===== config.mk =====
export PLATFORM = sky130hd
export DESIGN_NAME = effective_address_decoder
export DESIGN_NICKNAME = d
export VERILOG_FILES = /design/src/include/ea_decode_pkg.sv /design/src/logic/effective_address_decoder.sv
export SDC_FILE = /design/constraint.sdc
export NUM_CORES = 1
export LEC_CHECK = 0
export BUFFER_PORTS_ARGS = -buffer_cell sky130_fd_sc_hd__buf_2
export CAP_MARGIN = 25
export CORE_UTILIZATION = 54
export DETAILED_ROUTE_END_ITERATION = 7
export GPL_ROUTABILITY_DRIVEN = 0
export GPL_TIMING_DRIVEN = 0
export PLACE_DENSITY_LB_ADDON = 0.2
export SLEW_MARGIN = 20
export SYNTH_ARGS = -nofsm -noshare
export SYNTH_HDL_FRONTEND = slang
export SYNTH_SLANG_ARGS = --single-unit

===== constraint.sdc =====
create_clock -name clock -period 3.94 [get_ports clock]
set_clock_uncertainty 0.1 [all_clocks]
set_input_delay 0.788 -clock clock [delete_from_list [all_inputs] [get_ports clock]]
set_output_delay 0.788 -clock clock [all_outputs]
set_load 0.005 [all_outputs]

===== src/include/ea_decode_pkg.sv =====
// Purpose: Shared types and constants for the effective-address decoder
// Assumes: 5-bit address field, 25 MHz core clock
// Notes:   Cycle figures are addressing and correction costs in machine cycles
package ea_decode_pkg;

   localparam logic [4:0] CODE_REG_LAST   = 5'h07;
   localparam logic [4:0] CODE_IND_LAST   = 5'h0B;
   localparam logic [4:0] CODE_POST_LAST  = 5'h0F;
   localparam logic [4:0] CODE_D8_LAST    = 5'h17;
   localparam logic [4:0] CODE_D16_LAST   = 5'h1B;
   localparam logic [4:0] CODE_IDX0       = 5'h1C;
   localparam logic [4:0] CODE_IDX1       = 5'h1D;
   localparam logic [4:0] CODE_PC_REL     = 5'h1E;
   localparam logic [4:0] CODE_DIRECT     = 5'h1F;

   localparam logic [1:0] EXT_NONE        = 2'h0;
   localparam logic [1:0] EXT_SHORT       = 2'h1;
   localparam logic [1:0] EXT_LONG        = 2'h2;

   localparam logic [2:0] CYC_INDIRECT    = 3'h1;
   localparam logic [2:0] CYC_POST_INC    = 3'h4;
   localparam logic [2:0] CYC_DISP        = 3'h1;
   localparam logic [2:0] CYC_INDEX       = 3'h2;
   localparam logic [2:0] CYC_PC_REL      = 3'h2;
   localparam logic [2:0] CYC_DIRECT      = 3'h1;

   localparam logic [2:0] CORR_NONE       = 3'h0;
   localparam logic [2:0] CORR_RAM_WORD   = 3'h1;
   localparam logic [2:0] CORR_RAM_LONG   = 3'h2;
   localparam logic [2:0] CORR_SLOW_BYTE  = 3'h1;
   localparam logic [2:0] CORR_EVEN_WORD  = 3'h1;
   localparam logic [2:0] CORR_EVEN_LONG  = 3'h2;
   localparam logic [2:0] CORR_SPLIT_WORD = 3'h3;
   localparam logic [2:0] CORR_SPLIT_LONG = 3'h6;

   localparam logic [1:0] ACC_USE_RESET   = 2'h0;

   localparam logic [2:0] INDEX_REG_NUM   = 3'h7;

   typedef enum logic [3:0] {
      MODE_REG_DIRECT,
      MODE_INDIRECT,
      MODE_POST_INC,
      MODE_SHORT_OFFSET,
      MODE_LONG_OFFSET,
      MODE_INDEXED,
      MODE_PC_REL,
      MODE_DIRECT
   } ea_mode_t;

   typedef enum logic [1:0] {
      SIZE_BYTE,
      SIZE_WORD,
      SIZE_LONG
   } op_size_t;

   typedef enum logic [1:0] {
      LOC_INT_REG,
      LOC_INT_RAM,
      LOC_OTHER,
      LOC_BUS8
   } op_loc_t;

   // Request from the instruction decoder
   typedef struct packed {
      logic [4:0] code;
      op_size_t   size;
      op_loc_t    loc;
      logic       odd_addr;
      logic [3:0] base_len;
      logic [5:0] base_cycles;
      logic [3:0] base_corr;
   } ea_req_t;

   // Answer to the sequencer and address generator
   typedef struct packed {
      ea_mode_t   mode;
      logic       is_memory;
      logic [2:0] ptr_reg;
      logic       use_index;
      logic [2:0] index_reg;
      logic [2:0] reg_num;
      logic       high_half;
      logic [1:0] ext_bytes;
      logic [2:0] addr_cycles;
      logic [2:0] corr_cycles;
      logic [4:0] instr_len;
      logic [6:0] total_cycles;
      logic [4:0] total_corr;
   } ea_rsp_t;

   localparam ea_rsp_t RSP_RESET = '0;

endpackage


===== src/logic/effective_address_decoder.sv =====
// Purpose: Decode the effective-address field into mode, length and cycles
// Assumes: Inputs synchronous to clock; one request per valid cycle
// Notes:   Answer registered, valid one cycle after the request
`timescale 1ns/1ns
`default_nettype none

module effective_address_decoder
   import ea_decode_pkg::*;
(
   input  wire logic    clock,
   input  wire logic    reset,
   input  wire logic    enable,
   input  wire logic    req_valid,
   input  wire ea_req_t req,
   output logic         rsp_valid,
   output ea_rsp_t      rsp,
   output logic [1:0]   acc_half_use
);

   ////////////////////////////////////////////////////////////////////////////
   // Mode decode

   function automatic ea_mode_t decode_mode(input logic [4:0] code);
      ea_mode_t m;
      m = MODE_REG_DIRECT;
      if (code <= CODE_REG_LAST) begin
         m = MODE_REG_DIRECT;
      end else if (code <= CODE_IND_LAST) begin
         m = MODE_INDIRECT;
      end else if (code <= CODE_POST_LAST) begin
         m = MODE_POST_INC;
      end else if (code <= CODE_D8_LAST) begin
         m = MODE_SHORT_OFFSET;
      end else if (code <= CODE_D16_LAST) begin
         m = MODE_LONG_OFFSET;
      end else if (code == CODE_IDX0 || code == CODE_IDX1) begin
         m = MODE_INDEXED;
      end else if (code == CODE_PC_REL) begin
         m = MODE_PC_REL;
      end else begin
         m = MODE_DIRECT;
      end
      return m;
   endfunction

   function automatic logic [1:0] ext_count(input ea_mode_t m);
      logic [1:0] n;
      n = EXT_NONE;
      case (m)
         MODE_SHORT_OFFSET:  n = EXT_SHORT;
         MODE_LONG_OFFSET: n = EXT_LONG;
         MODE_PC_REL: n = EXT_LONG;
         MODE_DIRECT: n = EXT_LONG;
         default:     n = EXT_NONE;
      endcase
      return n;
   endfunction

   function automatic logic [2:0] addr_cost(input ea_mode_t m);
      logic [2:0] c;
      c = 3'h0;
      case (m)
         MODE_INDIRECT: c = CYC_INDIRECT;
         MODE_POST_INC: c = CYC_POST_INC;
         MODE_SHORT_OFFSET:    c = CYC_DISP;
         MODE_LONG_OFFSET:   c = CYC_DISP;
         MODE_INDEXED:  c = CYC_INDEX;
         MODE_PC_REL:   c = CYC_PC_REL;
         MODE_DIRECT:   c = CYC_DIRECT;
         // Register-direct cost is already in the instruction's base count
         default:       c = 3'h0;
      endcase
      return c;
   endfunction

   function automatic logic [2:0] corr_cost(input op_loc_t l, input op_size_t s,
                                            input logic odd);
      logic [2:0] c;
      c = CORR_NONE;
      case (l)
         LOC_INT_REG: c = CORR_NONE;
         LOC_INT_RAM: begin
            if (!odd || s == SIZE_BYTE) c = CORR_NONE;
            else if (s == SIZE_WORD) c = CORR_RAM_WORD;
            else c = CORR_RAM_LONG;
         end
         LOC_OTHER: begin
            if (s == SIZE_BYTE) c = CORR_SLOW_BYTE;
            else if (s == SIZE_WORD) c = odd ? CORR_SPLIT_WORD : CORR_EVEN_WORD;
            else c = odd ? CORR_SPLIT_LONG : CORR_EVEN_LONG;
         end
         LOC_BUS8: begin
            if (s == SIZE_BYTE) c = CORR_SLOW_BYTE;
            else if (s == SIZE_WORD) c = CORR_SPLIT_WORD;
            else c = CORR_SPLIT_LONG;
         end
         default: c = CORR_NONE;
      endcase
      return c;
   endfunction

   ////////////////////////////////////////////////////////////////////////////
   // Combinational answer

   ea_mode_t   mode_w;
   logic       mem_w;
   logic [2:0] ptr_w;
   logic [2:0] regn_w;
   logic       high_w;
   logic [1:0] ext_w;
   logic [2:0] acyc_w;
   logic [2:0] ccyc_w;
   ea_rsp_t    rsp_next;
   logic       valid_next;

   assign mode_w = decode_mode(req.code);
   assign mem_w  = (mode_w != MODE_REG_DIRECT);
   // Pointer field: low 3 bits for short_offset, low bit for indexed, low 2 bits elsewhere
   assign ptr_w  = (mode_w == MODE_SHORT_OFFSET) ? req.code[2:0] :
                   (mode_w == MODE_INDEXED) ? {2'b00, req.code[0]} :
                   {1'b0, req.code[1:0]};
   // Long registers pair adjacent codes; odd code is the upper half
   assign regn_w = (req.size == SIZE_LONG) ? {1'b0, req.code[2:1]} :
                   req.code[2:0];
   assign high_w = (req.size == SIZE_LONG) && req.code[0];
   assign ext_w  = ext_count(mode_w);
   assign acyc_w = addr_cost(mode_w);
   // Register operands never see memory correction
   assign ccyc_w = mem_w ? corr_cost(req.loc, req.size, req.odd_addr) : 3'h0;

   always_comb begin
      rsp_next              = RSP_RESET;
      rsp_next.mode         = mode_w;
      rsp_next.is_memory    = mem_w;
      rsp_next.ptr_reg      = mem_w ? ptr_w : 3'h0;
      rsp_next.use_index    = (mode_w == MODE_INDEXED);
      rsp_next.index_reg    = (mode_w == MODE_INDEXED) ? INDEX_REG_NUM : 3'h0;
      rsp_next.reg_num      = mem_w ? 3'h0 : regn_w;
      rsp_next.high_half    = mem_w ? 1'b0 : high_w;
      rsp_next.ext_bytes    = ext_w;
      rsp_next.addr_cycles  = acyc_w;
      rsp_next.corr_cycles  = ccyc_w;
      rsp_next.instr_len    = {1'b0, req.base_len} + {3'b000, ext_w};
      rsp_next.total_cycles = {1'b0, req.base_cycles} + {4'h0, acyc_w}
                              + {4'h0, ccyc_w};
      rsp_next.total_corr   = {1'b0, req.base_corr} + {2'b00, ccyc_w};
   end

   assign valid_next = req_valid;

   ////////////////////////////////////////////////////////////////////////////
   // Registered outputs; all fields update together

   always_ff @(posedge clock or posedge reset) begin
      if (reset) begin
         rsp       <= RSP_RESET;
         rsp_valid <= 1'b0;
      end else if (enable) begin
         rsp_valid <= valid_next;
         if (req_valid) begin
            rsp <= rsp_next;
         end
      end
   end

   // Accumulator halves used: bit0 low half, bit1 high half
   logic [1:0] acc_next;
   assign acc_next = (req.size == SIZE_LONG) ? 2'h3 : 2'h1;

   always_ff @(posedge clock or posedge reset) begin
      if (reset) begin
         acc_half_use <= ACC_USE_RESET;
      end else if (enable && req_valid) begin
         acc_half_use <= acc_next;
      end
   end

   ////////////////////////////////////////////////////////////////////////////
   // Checks

   a_reg_class: assert property (@(posedge clock) disable iff (reset)
      (enable && req_valid && req.code <= CODE_REG_LAST)
      |=> (!rsp.is_memory && rsp.ext_bytes == 2'h0 && rsp.corr_cycles == 3'h0))
      else $error("register code decoded as memory");

   a_mem_class: assert property (@(posedge clock) disable iff (reset)
      (enable && req_valid && req.code > CODE_REG_LAST) |=> rsp.is_memory)
      else $error("memory code decoded as register");

   a_long_half: assert property (@(posedge clock) disable iff (reset)
      (enable && req_valid && req.code <= CODE_REG_LAST && req.size == SIZE_LONG)
      |=> (rsp.high_half == $past(req.code[0]) && rsp.reg_num == $past(req.code[2:1])))
      else $error("long register pairing wrong");

   a_post_inc: assert property (@(posedge clock) disable iff (reset)
      (enable && req_valid && req.code[4:2] == 3'b011)
      |=> (rsp.mode == MODE_POST_INC && rsp.addr_cycles == 3'h4 && rsp.ext_bytes == 2'h0))
      else $error("post increment decode wrong");

   a_short_offset_ext: assert property (@(posedge clock) disable iff (reset)
      (enable && req_valid && req.code[4:3] == 2'b10)
      |=> (rsp.ext_bytes == 2'h1 && rsp.ptr_reg == $past(req.code[2:0])))
      else $error("short offset decode wrong");

   a_long_offset_ext: assert property (@(posedge clock) disable iff (reset)
      (enable && req_valid && req.code[4:2] == 3'b110) |=> rsp.ext_bytes == 2'h2)
      else $error("long offset extension wrong");

   a_index_mode: assert property (@(posedge clock) disable iff (reset)
      (enable && req_valid && req.code[4:1] == 4'hE)
      |=> (rsp.use_index && rsp.index_reg == 3'h7 && rsp.addr_cycles == 3'h2
           && rsp.ext_bytes == 2'h0))
      else $error("indexed decode wrong");

   a_pc_rel: assert property (@(posedge clock) disable iff (reset)
      (enable && req_valid && req.code == 5'h1E)
      |=> (rsp.mode == MODE_PC_REL && rsp.ext_bytes == 2'h2 && rsp.addr_cycles == 3'h2))
      else $error("pc relative decode wrong");

   a_direct_addr: assert property (@(posedge clock) disable iff (reset)
      (enable && req_valid && req.code == 5'h1F)
      |=> (rsp.ext_bytes == 2'h2 && rsp.addr_cycles == 3'h1))
      else $error("direct address decode wrong");

   a_instr_len: assert property (@(posedge clock) disable iff (reset)
      (enable && req_valid)
      |=> rsp.instr_len == {1'b0, $past(req.base_len)} + {3'b000, rsp.ext_bytes})
      else $error("instruction length wrong");

   a_bus8_long: assert property (@(posedge clock) disable iff (reset)
      (enable && req_valid && req.code > CODE_REG_LAST && req.loc == LOC_BUS8
       && req.size == SIZE_LONG) |=> rsp.corr_cycles == 3'h6)
      else $error("narrow bus long correction wrong");

   a_odd_other: assert property (@(posedge clock) disable iff (reset)
      (enable && req_valid && req.code > CODE_REG_LAST && req.loc == LOC_OTHER
       && req.odd_addr && req.size == SIZE_WORD) |=> rsp.corr_cycles == 3'h3)
      else $error("odd external word correction wrong");

   a_ram_odd: assert property (@(posedge clock) disable iff (reset)
      (enable && req_valid && req.code > CODE_REG_LAST && req.loc == LOC_INT_RAM
       && req.odd_addr && req.size == SIZE_LONG) |=> rsp.corr_cycles == 3'h2)
      else $error("odd RAM long correction wrong");

   a_corr_both: assert property (@(posedge clock) disable iff (reset)
      (enable && req_valid)
      |=> (rsp.total_corr == {1'b0, $past(req.base_corr)} + {2'b00, rsp.corr_cycles}))
      else $error("correction term not applied");

   a_acc_long: assert property (@(posedge clock) disable iff (reset)
      (enable && req_valid && req.size == SIZE_LONG) |=> acc_half_use == 2'b11)
      else $error("long accumulator use wrong");

   a_hold_frozen: assert property (@(posedge clock) disable iff (reset)
      (!enable) |=> $stable(rsp) && $stable(rsp_valid))
      else $error("outputs moved while frozen");

   a_indirect_cost: assert property (@(posedge clock) disable iff (reset)
      (enable && req_valid && req.code[4:2] == 3'h2)
      |=> (rsp.mode == MODE_INDIRECT && rsp.addr_cycles == 3'h1 && rsp.ext_bytes == 2'h0))
      else $error("plain indirect decode wrong");

   a_disp_cost: assert property (@(posedge clock) disable iff (reset)
      (enable && req_valid && req.code[4] && req.code[4:2] != 3'h7)
      |=> rsp.addr_cycles == 3'h1)
      else $error("offset addressing cost wrong");

   a_reg_no_cost: assert property (@(posedge clock) disable iff (reset)
      (enable && req_valid && req.code <= CODE_REG_LAST)
      |=> (rsp.addr_cycles == 3'h0 && rsp.total_cycles == {1'h0, $past(req.base_cycles)}))
      else $error("register operand given addressing cost");

   a_total_cycles: assert property (@(posedge clock) disable iff (reset)
      (enable && req_valid)
      |=> rsp.total_cycles == {1'h0, $past(req.base_cycles)} + {4'h0, rsp.addr_cycles}
                              + {4'h0, rsp.corr_cycles})
      else $error("cycle count not summed");

   a_int_reg_zero: assert property (@(posedge clock) disable iff (reset)
      (enable && req_valid && req.code > CODE_REG_LAST && req.loc == LOC_INT_REG)
      |=> rsp.corr_cycles == 3'h0)
      else $error("internal register operand corrected");

   a_even_other: assert property (@(posedge clock) disable iff (reset)
      (enable && req_valid && req.code > CODE_REG_LAST && req.loc == LOC_OTHER
       && !req.odd_addr && req.size == SIZE_LONG) |=> rsp.corr_cycles == 3'h2)
      else $error("even external long correction wrong");

   a_bus8_byte: assert property (@(posedge clock) disable iff (reset)
      (enable && req_valid && req.code > CODE_REG_LAST && req.loc == LOC_BUS8
       && req.size == SIZE_BYTE) |=> rsp.corr_cycles == 3'h1)
      else $error("narrow bus byte correction wrong");

   a_valid_pulse: assert property (@(posedge clock) disable iff (reset)
      (enable && !req_valid) |=> !rsp_valid)
      else $error("answer pulse without request");

endmodule

`default_nettype wire


# Yosys cells after proc, flatten, opt, wreduce, memory -nomap -nowiden
# Cells that the tools add are included.
[op_classes]
n_addsub = 4
n_lt_le_gt_ge = 5
eq_ne = 15
n_mux = 27
reduce_logical = 12
[ops]
columns = ["op", "count"]
rows = [
  ["two-way mux 3 bit", 15],
  ["== test 4 x 3 -> 1 bit, second input constant", 4],
  ["== test 5 bit, second input constant", 3],
  ["two-way mux 2 bit", 7],
  ["one-hot mux 3 bit (4 select lines)", 1],
  ["less-or-equal comparator 5 x 4 -> 1 bit, second input constant", 2],
  ["less-or-equal comparator 5 bit, second input constant", 2],
  ["one-hot mux 3 bit (3 select lines)", 1],
  ["== test 4 x 2 -> 1 bit, second input constant", 2],
  ["adder 6 x 3 -> 7 bit", 1],
  ["adder 7 x 3 -> 7 bit", 1],
  ["== test 2 bit, second input constant", 3],
  ["adder 4 x 2 -> 5 bit", 1],
  ["adder 4 x 3 -> 5 bit", 1],
  ["less-or-equal comparator 5 x 3 -> 1 bit, second input constant", 1],
  ["== test 2 x 1 -> 1 bit, second input constant", 2],
  ["== test 4 x 1 -> 1 bit, second input constant", 1],
  ["zero test 2 bit", 2],
  ["one-hot mux 2 bit (2 select lines)", 1],
  ["nonzero test 4 bit", 1],
  ["OR reduction 4 bit", 1],
  ["OR reduction 3 bit", 1],
  ["logical AND 1 bit", 2],
  ["logical OR 1 bit", 2],
  ["4 further kinds", 5],
]
[word_totals]
register_bits = 44
inputBits = 28
output_inout_bits = 44

# Logic depth before layout (Yosys ltp)
# Gate-level depths: netlist (run 1).
[logic_depth]
depth_word = 13
depth_mapped = 10
depth_no_buf = 9

# Least setup slack after synthesis (run 1)
# OpenSTA, ideal clock, no wires.
[synth_path]
path_kind = "in2reg"
start = "input port req[23] (netlist name)"
end = "register rsp[10] (netlist name)"
setup_time_ns = 0.124
t_arrival_ns = 2.999
required_time_ns = 3.716
path_slack_ns = 0.717
stages = 9
n_path_buf = 1
path_cell_list = "buf_2 > nand2_1 > a211oi_1 > fa_1 > ha_1 > fa_1 > a21o_1 > and3_1 > o31a_1"
[synth_between]
elab_chain_cells = 13
word_cells_on_any_way = 30
[synth_rtl]
columns = ["element", "line", "source"]
rows = [
  ["start, declared", "effective_address_decoder.sv:14", "input wire ea_req_t req,"],
  ["== test 5 bit (on tied branches)", "effective_address_decoder.sv:38, effective_address_decoder.sv:36", ""],
  ["two-way mux 1 bit or logical OR 1 bit (tied branches)", "effective_address_decoder.sv:38, effective_address_decoder.sv:36", ""],
  ["two-way mux 2 bit", "effective_address_decoder.sv:36", "end else if (code == CODE_IDX0 || code == CODE_IDX1) begin"],
  ["two-way mux 2 bit", "effective_address_decoder.sv:34", "end else if (code <= CODE_D16_LAST) begin"],
  ["two-way mux 3 bit", "effective_address_decoder.sv:32", "end else if (code <= CODE_D8_LAST) begin"],
  ["two-way mux 3 bit", "effective_address_decoder.sv:30", "end else if (code <= CODE_POST_LAST) begin"],
  ["two-way mux 3 bit", "effective_address_decoder.sv:28", "end else if (code <= CODE_IND_LAST) begin"],
  ["two-way mux 3 bit *", "effective_address_decoder.sv:26", "if (code <= CODE_REG_LAST) begin"],
  ["== test 4 x 2 -> 1 bit (tied with other cells)", "effective_address_decoder.sv:62", "case (m)"],
  ["OR reduction 4 bit (no source line) or OR reduction 2 bit (tied branches)", "n/a", ""],
  ["one-hot mux 3 bit (3 select lines) *", "effective_address_decoder.sv:62", ""],
  ["net acyc_w[1]", "effective_address_decoder.sv:111", "logic [2:0] acyc_w;"],
  ["adder 6 x 3 -> 7 bit *", "effective_address_decoder.sv:144", "rsp_next.total_cycles = {1'b0, req.base_cycles} + {4'h0, acyc_w}"],
  ["adder 7 x 3 -> 7 bit *", "effective_address_decoder.sv:145", "+ {4'h0, ccyc_w};"],
  ["end signal, assigned", "effective_address_decoder.sv:161", "rsp <= rsp_next;"],
  ["end, declared", "effective_address_decoder.sv:16", "output ea_rsp_t rsp,"],
]
# Mark *: on every way through the listed nets, which the timed path passes. The rest lies on a longest branch.
# A chain may end at the register's enable or synchronous reset.

# Final worst setup path (run 1)
# Ends and elaborated chain as after synthesis.

==> impl_summary.md, run 1 <==
Timing
In the final timing run, aggregate negative setup slack is 0 ps. For the pin with the worst max-slew slack, the measured transition is 508 ps. The final number of max-transition violations is 0. The fmax is 0.311 GHz. The worst hold-check slack is 309 ps. The least setup slack across all paths after layout is 721 ps. For the finished layout, the period the worst path requires is 3220 ps. The count of final hold-check violations came to 0. Setup repair after global routing left no endpoint under its margin. The total of endpoints with negative setup slack in the final report is 0. The headroom to the max-slew limit is 66.1%. Dividing the final minimum period by the clock period gives 81.7%.

Placement
The detailed-placement wirelength estimate is 3480 um. Once placement finished, the instance area stood at 2520 um2. OpenSTA, run right after detailed placement, puts the worst setup slack at 400 ps. The number of I/O port buffers is 69.

Cells and area
The fraction of the core area covered by cells at the end of the flow is 71.5%. The antenna diode instance count is 0. The sequential cell area is 1000 um2. The fraction of layout cells with a size suffix above 1 is 36.4%. The final layout contains 316 nets. The final standard cell area without fillers is 2640 um2. The commonest non-fill, non-tap cell in the layout is buf_2.

The top cell types in the final layout, fill and taps aside, are buf_2, dfrtp_1, nand2_1, o21ai_0, inv_1. The area of combinational cells with multiple inputs is 967 um2. The synthesis-to-layout area growth is 25.6%. The number of fillers in the final layout is 287.

Global routing
The via count of the first global-routing pass is 1689. The overflow left after global routing is 0. Entering global routing, the biggest net connects 31 pins. The total track usage is 25.1%. The wire length of the first global-routing pass is 7760 um.

The initial antenna violation count is 0.

Worst setup path
The peak per-stage delay on the critical path is 510 ps. The count of buffer and inverter cells on the critical path is 1. The worst register-to-register path ends at rsp[3]. At the worst endpoint, the required time is 4020 ps. The end point of the critical path is rsp[10]. The number of cells traversed by the worst register-to-register path is 2. The signal on the critical path passes through buf_2 -> nand2_1 -> a211oi_1 -> fa_1 -> ha_1 -> fa_1 -> a21o_1 -> and3_1 -> o31a_1.

The cell that appears most often on the critical path is fa_1. The setup path with the least slack is of type in2reg. The first element of the critical path is req[23]. The worst-path maximum fanout is 9.

The largest delay contributor family on the critical path is adder cells. The critical path data arrival time is 3300 ps. The startpoint class of the critical path is an input port. The slack of the worst reg-to-reg path is 2990 ps. The critical path runs through a total of 9 cells.

The worst-path cell with the longest stage delay is fa_1. The worst setup path is captured at a flop. The worst flop-to-flop path startpoint is rsp[3].

Clocking
Hold repair after CTS inserted 0 buffers. The count of H-tree levels built during CTS is 2. The later-pin clock latency in the skew report is 300 ps. Counting the buffers created by CTS gives 5. The buffer count from post-CTS setup fixing is 0. After clock tree synthesis, the clock-pin slew on the worst setup and hold paths is 80 ps. Clock tree synthesis found a total of 40 sinks. The maximum clock insertion buffer count is 2. The root buffer cell chosen for the clock tree is clkbuf_8.

TritonCTS built the clock tree. Gates resized during post-CTS repair numbered 0.

Synth
The cell area that synthesis handed to floorplanning was 2100 um2. For this run, the leading register cell type out of synthesis is dfrtp_1. In this run, synthesis inferred 0 flip-flops with an integrated enable. The post-synthesis net count is 239. The mean cell area of the mapped netlist is 10.7 um2.

The Yosys step of the flow raised 0 warnings. The post-synthesis async set-or-reset flop share is 100%. Summing the sequential cell areas from Yosys gives 47.7% of the chip area. The total of flip-flops plus latches after synthesis is 40.

The count of cell types in the netlist is 42. After technology mapping, the gate count stands at 197.

Route
The wire length on met1 is 2150 um. In the routed layout, each cell is associated on average with a via count of 5.39. The DRC violation count after routing is 0. The violation count after the first detailed-routing iteration is 71. The routed wirelength normalized by instance count is 14.2 um. The met3 wirelength from detailed routing is 264 um. The uppermost metal layer occupied by signal nets is met4. The detailed-router iteration count before antenna repair is 4. For this block, the via count after detailed routing is 1740. The met2 routed wirelength is 2090 um. The number of routed nets with antenna violations is 0.

Summed over all layers, the routed wires come to 4570 um.

Power
The static leakage is 0.00141 uW. IR analysis of the VDD net gives a maximum drop of 0.278 mV. Of the total power, combinational logic draws 21.7%. The internal power is 768 uW. Sequential cells burn 46.5% of the power.

The power density relative to cell area is 401 nW/um2. The share of total power dissipated in the clock network is 31.7%. For this design the total switching power over the nets is 289 uW. The switching portion of total power is 27.3%.

Die
For this configuration, the core starts out at a cell density of 56.9%. During I/O placement, the number of pins put on the boundary was 72. The region available for standard cell placement spans 3690 um2. The die covers 4140 um2. The count of standard-cell rows is 22. The die is 64.4 um wide. The die is 64.4 um tall.

Status
The flow ran to the end, and the final reports show no timing, DRC or antenna violations.

Run
The number of violations of the max-capacitance limit is 0.

Hold path
The min-delay analysis places its worst path in the category in2async.
[final cells by class]
cell class                      count  share of cell area (%)
Buffer                             11                    2.71
Clock buffer                        5                    2.61
Multi-Input combinational cell    130                    36.7
Clock inverter                      3                    1.61
Tap cell                           48                    2.28
Sequential cell                    40                    38.0
Inverter                           16                    2.28
Timing Repair Buffer               70                    13.9
[worst min path at each step]
stage                    start              end  slack [ps]  cells past startpoint
2_1_floorplan  acc_half_use[0]  acc_half_use[0]         360                      1
3_3_place_gp   acc_half_use[0]  acc_half_use[0]         350                      1
3_5_place_dp   acc_half_use[0]  acc_half_use[0]         350                      1
4_1_cts                  reset           rsp[6]         310                      2
5_1_grt                  reset           rsp[7]         330                      2
6_report                 reset           rsp[7]         310                      2
[Yosys cell counts (3+ instances only)]
| cell type | number | share of area [%] |
|---|---|---|
| buf_4 | 5 | 1.8 |
| dfrtp_1 | 40 | 48 |
| ha_1 | 8 | 4.8 |
| inv_1 | 16 | 2.9 |
| o21ai_0 | 17 | 4.1 |
| nor2_1 | 3 | 0.54 |
| a21o_1 | 5 | 1.8 |
| a21oi_1 | 7 | 1.7 |
| nor2b_1 | 5 | 1.5 |
| buf_2 | 3 | 0.71 |
| fa_1 | 6 | 5.7 |
| a22o_1 | 4 | 1.7 |
| mux2_2 | 8 | 4.3 |
| nor3_1 | 4 | 0.95 |
| nand2b_1 | 6 | 1.8 |
| nand3_1 | 4 | 0.95 |
| nand2_1 | 20 | 3.6 |
[through the flow]
step | total power [uW] | std cells
final | 1060 | 323
after global routing | 1120 | 323
after CTS | 1070 | 323
after detailed placement | 732 | 315
after global placement | 722 | 314
after floorplan | 623 | 197
[metal layers]
layer,global-route usage [%],vias up
li1,-,837
met1,32.8,835
met2,41.3,60
met3,7.14,8
met4,5.56,0
met5,0,-
[logic make-up after synthesis]
kind of cell    Yosys count  synth area share, %
xor+xnor                  3                 1.25
flops                    40                 47.7
simple gates             53                 13.4
buf+inv                  27                 6.26
mux                      10                 5.24
fa+ha+maj                14                 10.5
other cells               1                0.179
compound gates           49                 15.5
[state kept, by name, indices dropped and copies added (netlist names)]
name          count
acc_half_use      2
rsp              37
rsp_valid         1
[power groups by stage]
stage / clock network, uW / registers, uW / logic [uW]
final: 335 / 492 / 229
after global routing: 358 / 500 / 259
after CTS: 342 / 492 / 233
after detailed placement: 0 / 500 / 232
after global placement: 0 / 498 / 224
after floorplan: 0 / 505 / 118
Note: power is estimated with default switching activity, not from simulation.
==> run 2: changes to the inputs <==
--- a/config.mk
+++ b/config.mk
@@ -5,9 +5,10 @@
 export SDC_FILE = /design/constraint.sdc
 export NUM_CORES = 1
 export LEC_CHECK = 0
+export ABC_AREA = 1
 export BUFFER_PORTS_ARGS = -buffer_cell sky130_fd_sc_hd__buf_2
 export CAP_MARGIN = 25
-export CORE_UTILIZATION = 54
+export CORE_UTILIZATION = 45
 export DETAILED_ROUTE_END_ITERATION = 7
 export GPL_ROUTABILITY_DRIVEN = 0
 export GPL_TIMING_DRIVEN = 0
==> constraint.sdc (replaced) <==
create_clock -name clock -period 2.6 [get_ports clock]
set_clock_uncertainty 0.1 [all_clocks]
set_input_delay 0.52 -clock clock [delete_from_list [all_inputs] [get_ports clock]]
set_output_delay 0.52 -clock clock [all_outputs]
set_load 0.005 [all_outputs]
==> run 2 against run 1 <==
  * Routed wire length rose by 11%
  * Synthesized cell count rose by 24%
  * First-iteration DRC count grew 24%
  * Sequential cell count unchanged
  * Final area increased by 1.3%
  * Total power grew 49%
  * Register-to-register slack lost 1300 ps
  * Critical endpoint unchanged
  * Via count grew 9.1%
  * Final cell count rose by 16%
  * Critical path depth up 3
  * Global-route usage shrank 3.3 points
==> impl_summary.md, run 2 <==
Status
The run finished with clean final reports.

Hold path
The class of the tightest hold or removal check is in2async.

Global routing
The overflow left after global routing was 0 (unchanged). The wire length of the first global-routing pass is 8220 um (+6.0%). The pin count of the biggest net entering global routing is 26 (-16%). The initial antenna violation count was 0 (unchanged). The via count of the first global-routing pass is 1734 (+2.7%). The total track usage is 21.8% (-3.3 points).

Cells and area
The register ranked first by flip-flop count is rsp. The antenna diode instance count is 0 (unchanged). The sequential cell area was 1000 um2 (unchanged). The final standard cell area without fillers is 2670 um2 (+1.3%). In the layout the commonest cells are nand2_1, buf_2, dfrtp_1, inv_1, o21ai_0.

The number of nets in the final layout came to 365 (+16%). The largest registers in the layout are rsp x37, acc_half_use x2, rsp_valid x1. The fraction of layout cells with a size suffix above 1 was 32.7% (-3.6 points). From synthesis to final layout, the design area changed by 27.9%. The number of fillers in the final layout came to 413 (+44%). The flip-flop count of the largest register, all copies and words added is 37 (unchanged). The commonest non-fill, non-tap cell in the layout is nand2_1.

The area of combinational cells with multiple inputs came to 956 um2 (-1.2%).

Synth
The post-synthesis cell type with the largest combined area is dfrtp_1. Among all cell types in the netlist, the one instantiated most often is nand2_1. After synthesis, the most frequently instantiated cells are nand2_1, dfrtp_1, inv_1. The total of flip-flops plus latches after synthesis is 40 (unchanged). The post-synthesis instance total is 245 (+24%). The post-synthesis cell area is 2090 um2 (-0.54%).

After synthesis, the cell types taking the most area are dfrtp_1, nand2_1, fa_1. The proportion of netlist area held by the largest area contributor is 47.9% (+0.26 points). The number of synthesized flops with an enable pin is 0 (unchanged). The mean cell area of the mapped netlist was 8.52 um2 (-20%). The Yosys warning count was 0 (unchanged). The post-synthesis async set-or-reset flop share is 100% (unchanged).

The sequential element share of the synthesized area was 47.9% (+0.26 points). The count of cell types in the netlist is 26 (-38%). The post-synthesis net count is 287 (+20%). The most used flip-flop cell after synthesis is dfrtp_1.

Route
The routed wirelength normalized by instance count is 13.5 um (-5.0%). The wire length on met1 is 2290 um (+6.7%). Signal routing reaches up to met4. The detailed-router iteration count before antenna repair is 4 (unchanged). The total wire length is 5060 um (+11%). The met2 routed wirelength came to 2450 um (+17%). The vias per cell was 5.05 (-6.3%). The vias after detailed routing was 1898 (+9.1%). The violation count after the first detailed-routing iteration came to 88 (+24%). The number of routed nets with antenna violations is 0 (unchanged). The met3 wirelength from detailed routing came to 212 um (-20%). The DRC violation count after routing was 0 (unchanged).

Worst setup path
The startpoint class of the critical path is an input port. By startpoint and endpoint, the worst setup path is classified as in2reg. The count of buffer and inverter cells on the critical path is 3 (+2).

Traced cell by cell, the critical path runs through buf_2 -> nor2_4 -> inv_2 -> nand2_1 -> inv_2 -> fa_1 -> ha_2 -> fa_2 -> nand2_1 -> nand2_1 -> a21oi_2 -> o21ai_0. The path length in cells of the critical path is 12 (+3). The number of cells traversed by the worst register-to-register path is 2 (unchanged). The largest delay contributor family on the critical path is adder cells. The category of the worst setup path capture point is a flop. The capture instance of the worst register-to-register path is rsp[10]. The startpoint identified for the worst register-to-register timing path is rsp[10]. The slowest stage of the critical path is the fa_1 cell.

The critical path data arrival time is 2510 ps (-790 ps). The critical path data required time came to 2680 ps (-1340 ps). The peak per-stage delay on the critical path is 440 ps (-70 ps). The slack of the worst reg-to-reg path is 1720 ps (-1270 ps). Counting stages on the worst path, the most repeated cell is nand2_1.

The worst-path maximum fanout is 6 (-3).

Placement
The number of I/O port buffers is 70 (+1.4%). The worst setup timing slack at the placement stage is -458 ps (-858 ps). The detailed-placement wirelength estimate was 3830 um (+10%). The cell area reported after detailed placement is 2530 um2 (+0.25%).

Clocking
The count of H-tree levels built during CTS is 2 (unchanged). The buffer count from post-CTS setup fixing is 0 (unchanged). The maximum clock insertion buffer count came to 2 (unchanged).

The later-pin clock latency in the skew report is 290 ps (about the same). The root buffer cell chosen for the clock tree is clkbuf_8. The number of buffers inserted during clock tree synthesis is 5 (unchanged). The clock sink count is 40 (unchanged).

The clock slew seen by the registers of the worst setup and hold paths is 80 ps (about the same). The number of hold buffers added after CTS is 0 (unchanged). TritonCTS built the clock tree.

Timing
Setup repair after global routing left no endpoint under its margin. The share of the clock period used by the worst path is 93.4%. The least setup slack across all paths after layout is 171 ps (-550 ps).

Derived from the worst setup path, the maximum achievable clock frequency is 0.412 GHz. The final number of max-transition violations is 0 (unchanged). The actual slew at the worst max-slew pin is 530 ps (+22.6 ps). The count of final hold-check violations is 0 (unchanged). The sum of negative setup slack came to 0 ps (unchanged).

The total of endpoints with negative setup slack in the final report came to 0 (unchanged). The routed design could run at a clock period as short as 2430 ps. The headroom to the max-slew limit is 64.7% (-1.4 points).

Power
The post-route total power is 1580 uW (+49%). The maximum vdd drop is 0.307 mV (+10%). The static leakage is 0.00149 uW (+5.4%). The power density relative to cell area is 590 nW/um2 (+47%).

Die
The core region area was 4410 um2 (+20%). The effective utilization at floorplan was 47.3% (-9.6 points). The count of standard-cell rows is 24 (+9.1%). The horizontal die dimension was 70.1 um (+9.0%).

The area enclosed by the die boundary is 4920 um2 (+19%). The I/O pin count is 72 (unchanged). The die extent in y was 70.1 um (+9.0%).

Run
The number of violations of the max-capacitance limit is 0 (unchanged).
==> run 2: cells by family after synthesis <==
family	count (synthesis)	synth area share, %
AOI/OAI and AO/OA	38	11.4
adders and majority gates	14	10.5
buffers and inverters	37	7.79
DFF	40	47.9
other	1	0.180
and+or+nand+nor	115	22.1
==> run 2: area by class of cell <==
type                            instances  area share (%)
Sequential cell                        40            37.5
Multi-Input combinational cell        168            35.8
Timing Repair Buffer                   71            14.2
Inverter                               26            3.66
Clock buffer                            6            2.72
Buffer                                 11            2.44
Tap cell                               52            2.44
Clock inverter                          2            1.31
==> run 2: metrics by stage <==
stage / instances / util [%] / hold slack, ps
after floorplan: 245 / - / 365
after global placement: 367 / 56.7 / 353
after detailed placement: 368 / 57.3 / 356
after CTS: 376 / 59.9 / 107
after global routing: 376 / 60.5 / 124
final: 376 / 60.5 / 100
==> run 2: routing by layer <==
| metal | vias up | track usage, % |
|---|---|---|
| li1 | 934 | - |
| met1 | 895 | 29.1 |
| met2 | 60 | 34.5 |
| met3 | 9 | 4.76 |
| met4 | 0 | 9.11 |
| met5 | - | 0 |
==> run 2: how the worst max path moves through the flow <==
stage | startpoint | end | slack [ps]
2_1_floorplan | req[22] | rsp[10] | 10
3_3_place_gp | req[22] | rsp[10] | -390
3_5_place_dp | req[22] | rsp[10] | -460
4_1_cts | req[22] | rsp[10] | 60
5_1_grt | req[16] | rsp[10] | 20
6_report | req[22] | rsp[10] | 170
==> run 2: where the power goes <==
group          internal, uW  leakage, uW  total (uW)  switching [uW]
logic                   150     0.000923         336             186
registers               697     0.000508         738            40.8
clock network           285    0.0000552         502             217
total                  1130      0.00149        1580             444
==> run 2: timing repair <==
action / in CTS / in global routing
pin swaps: 0 / 1
resized for setup: 2 / 7
endpoints found under the setup margin: 2 / 1
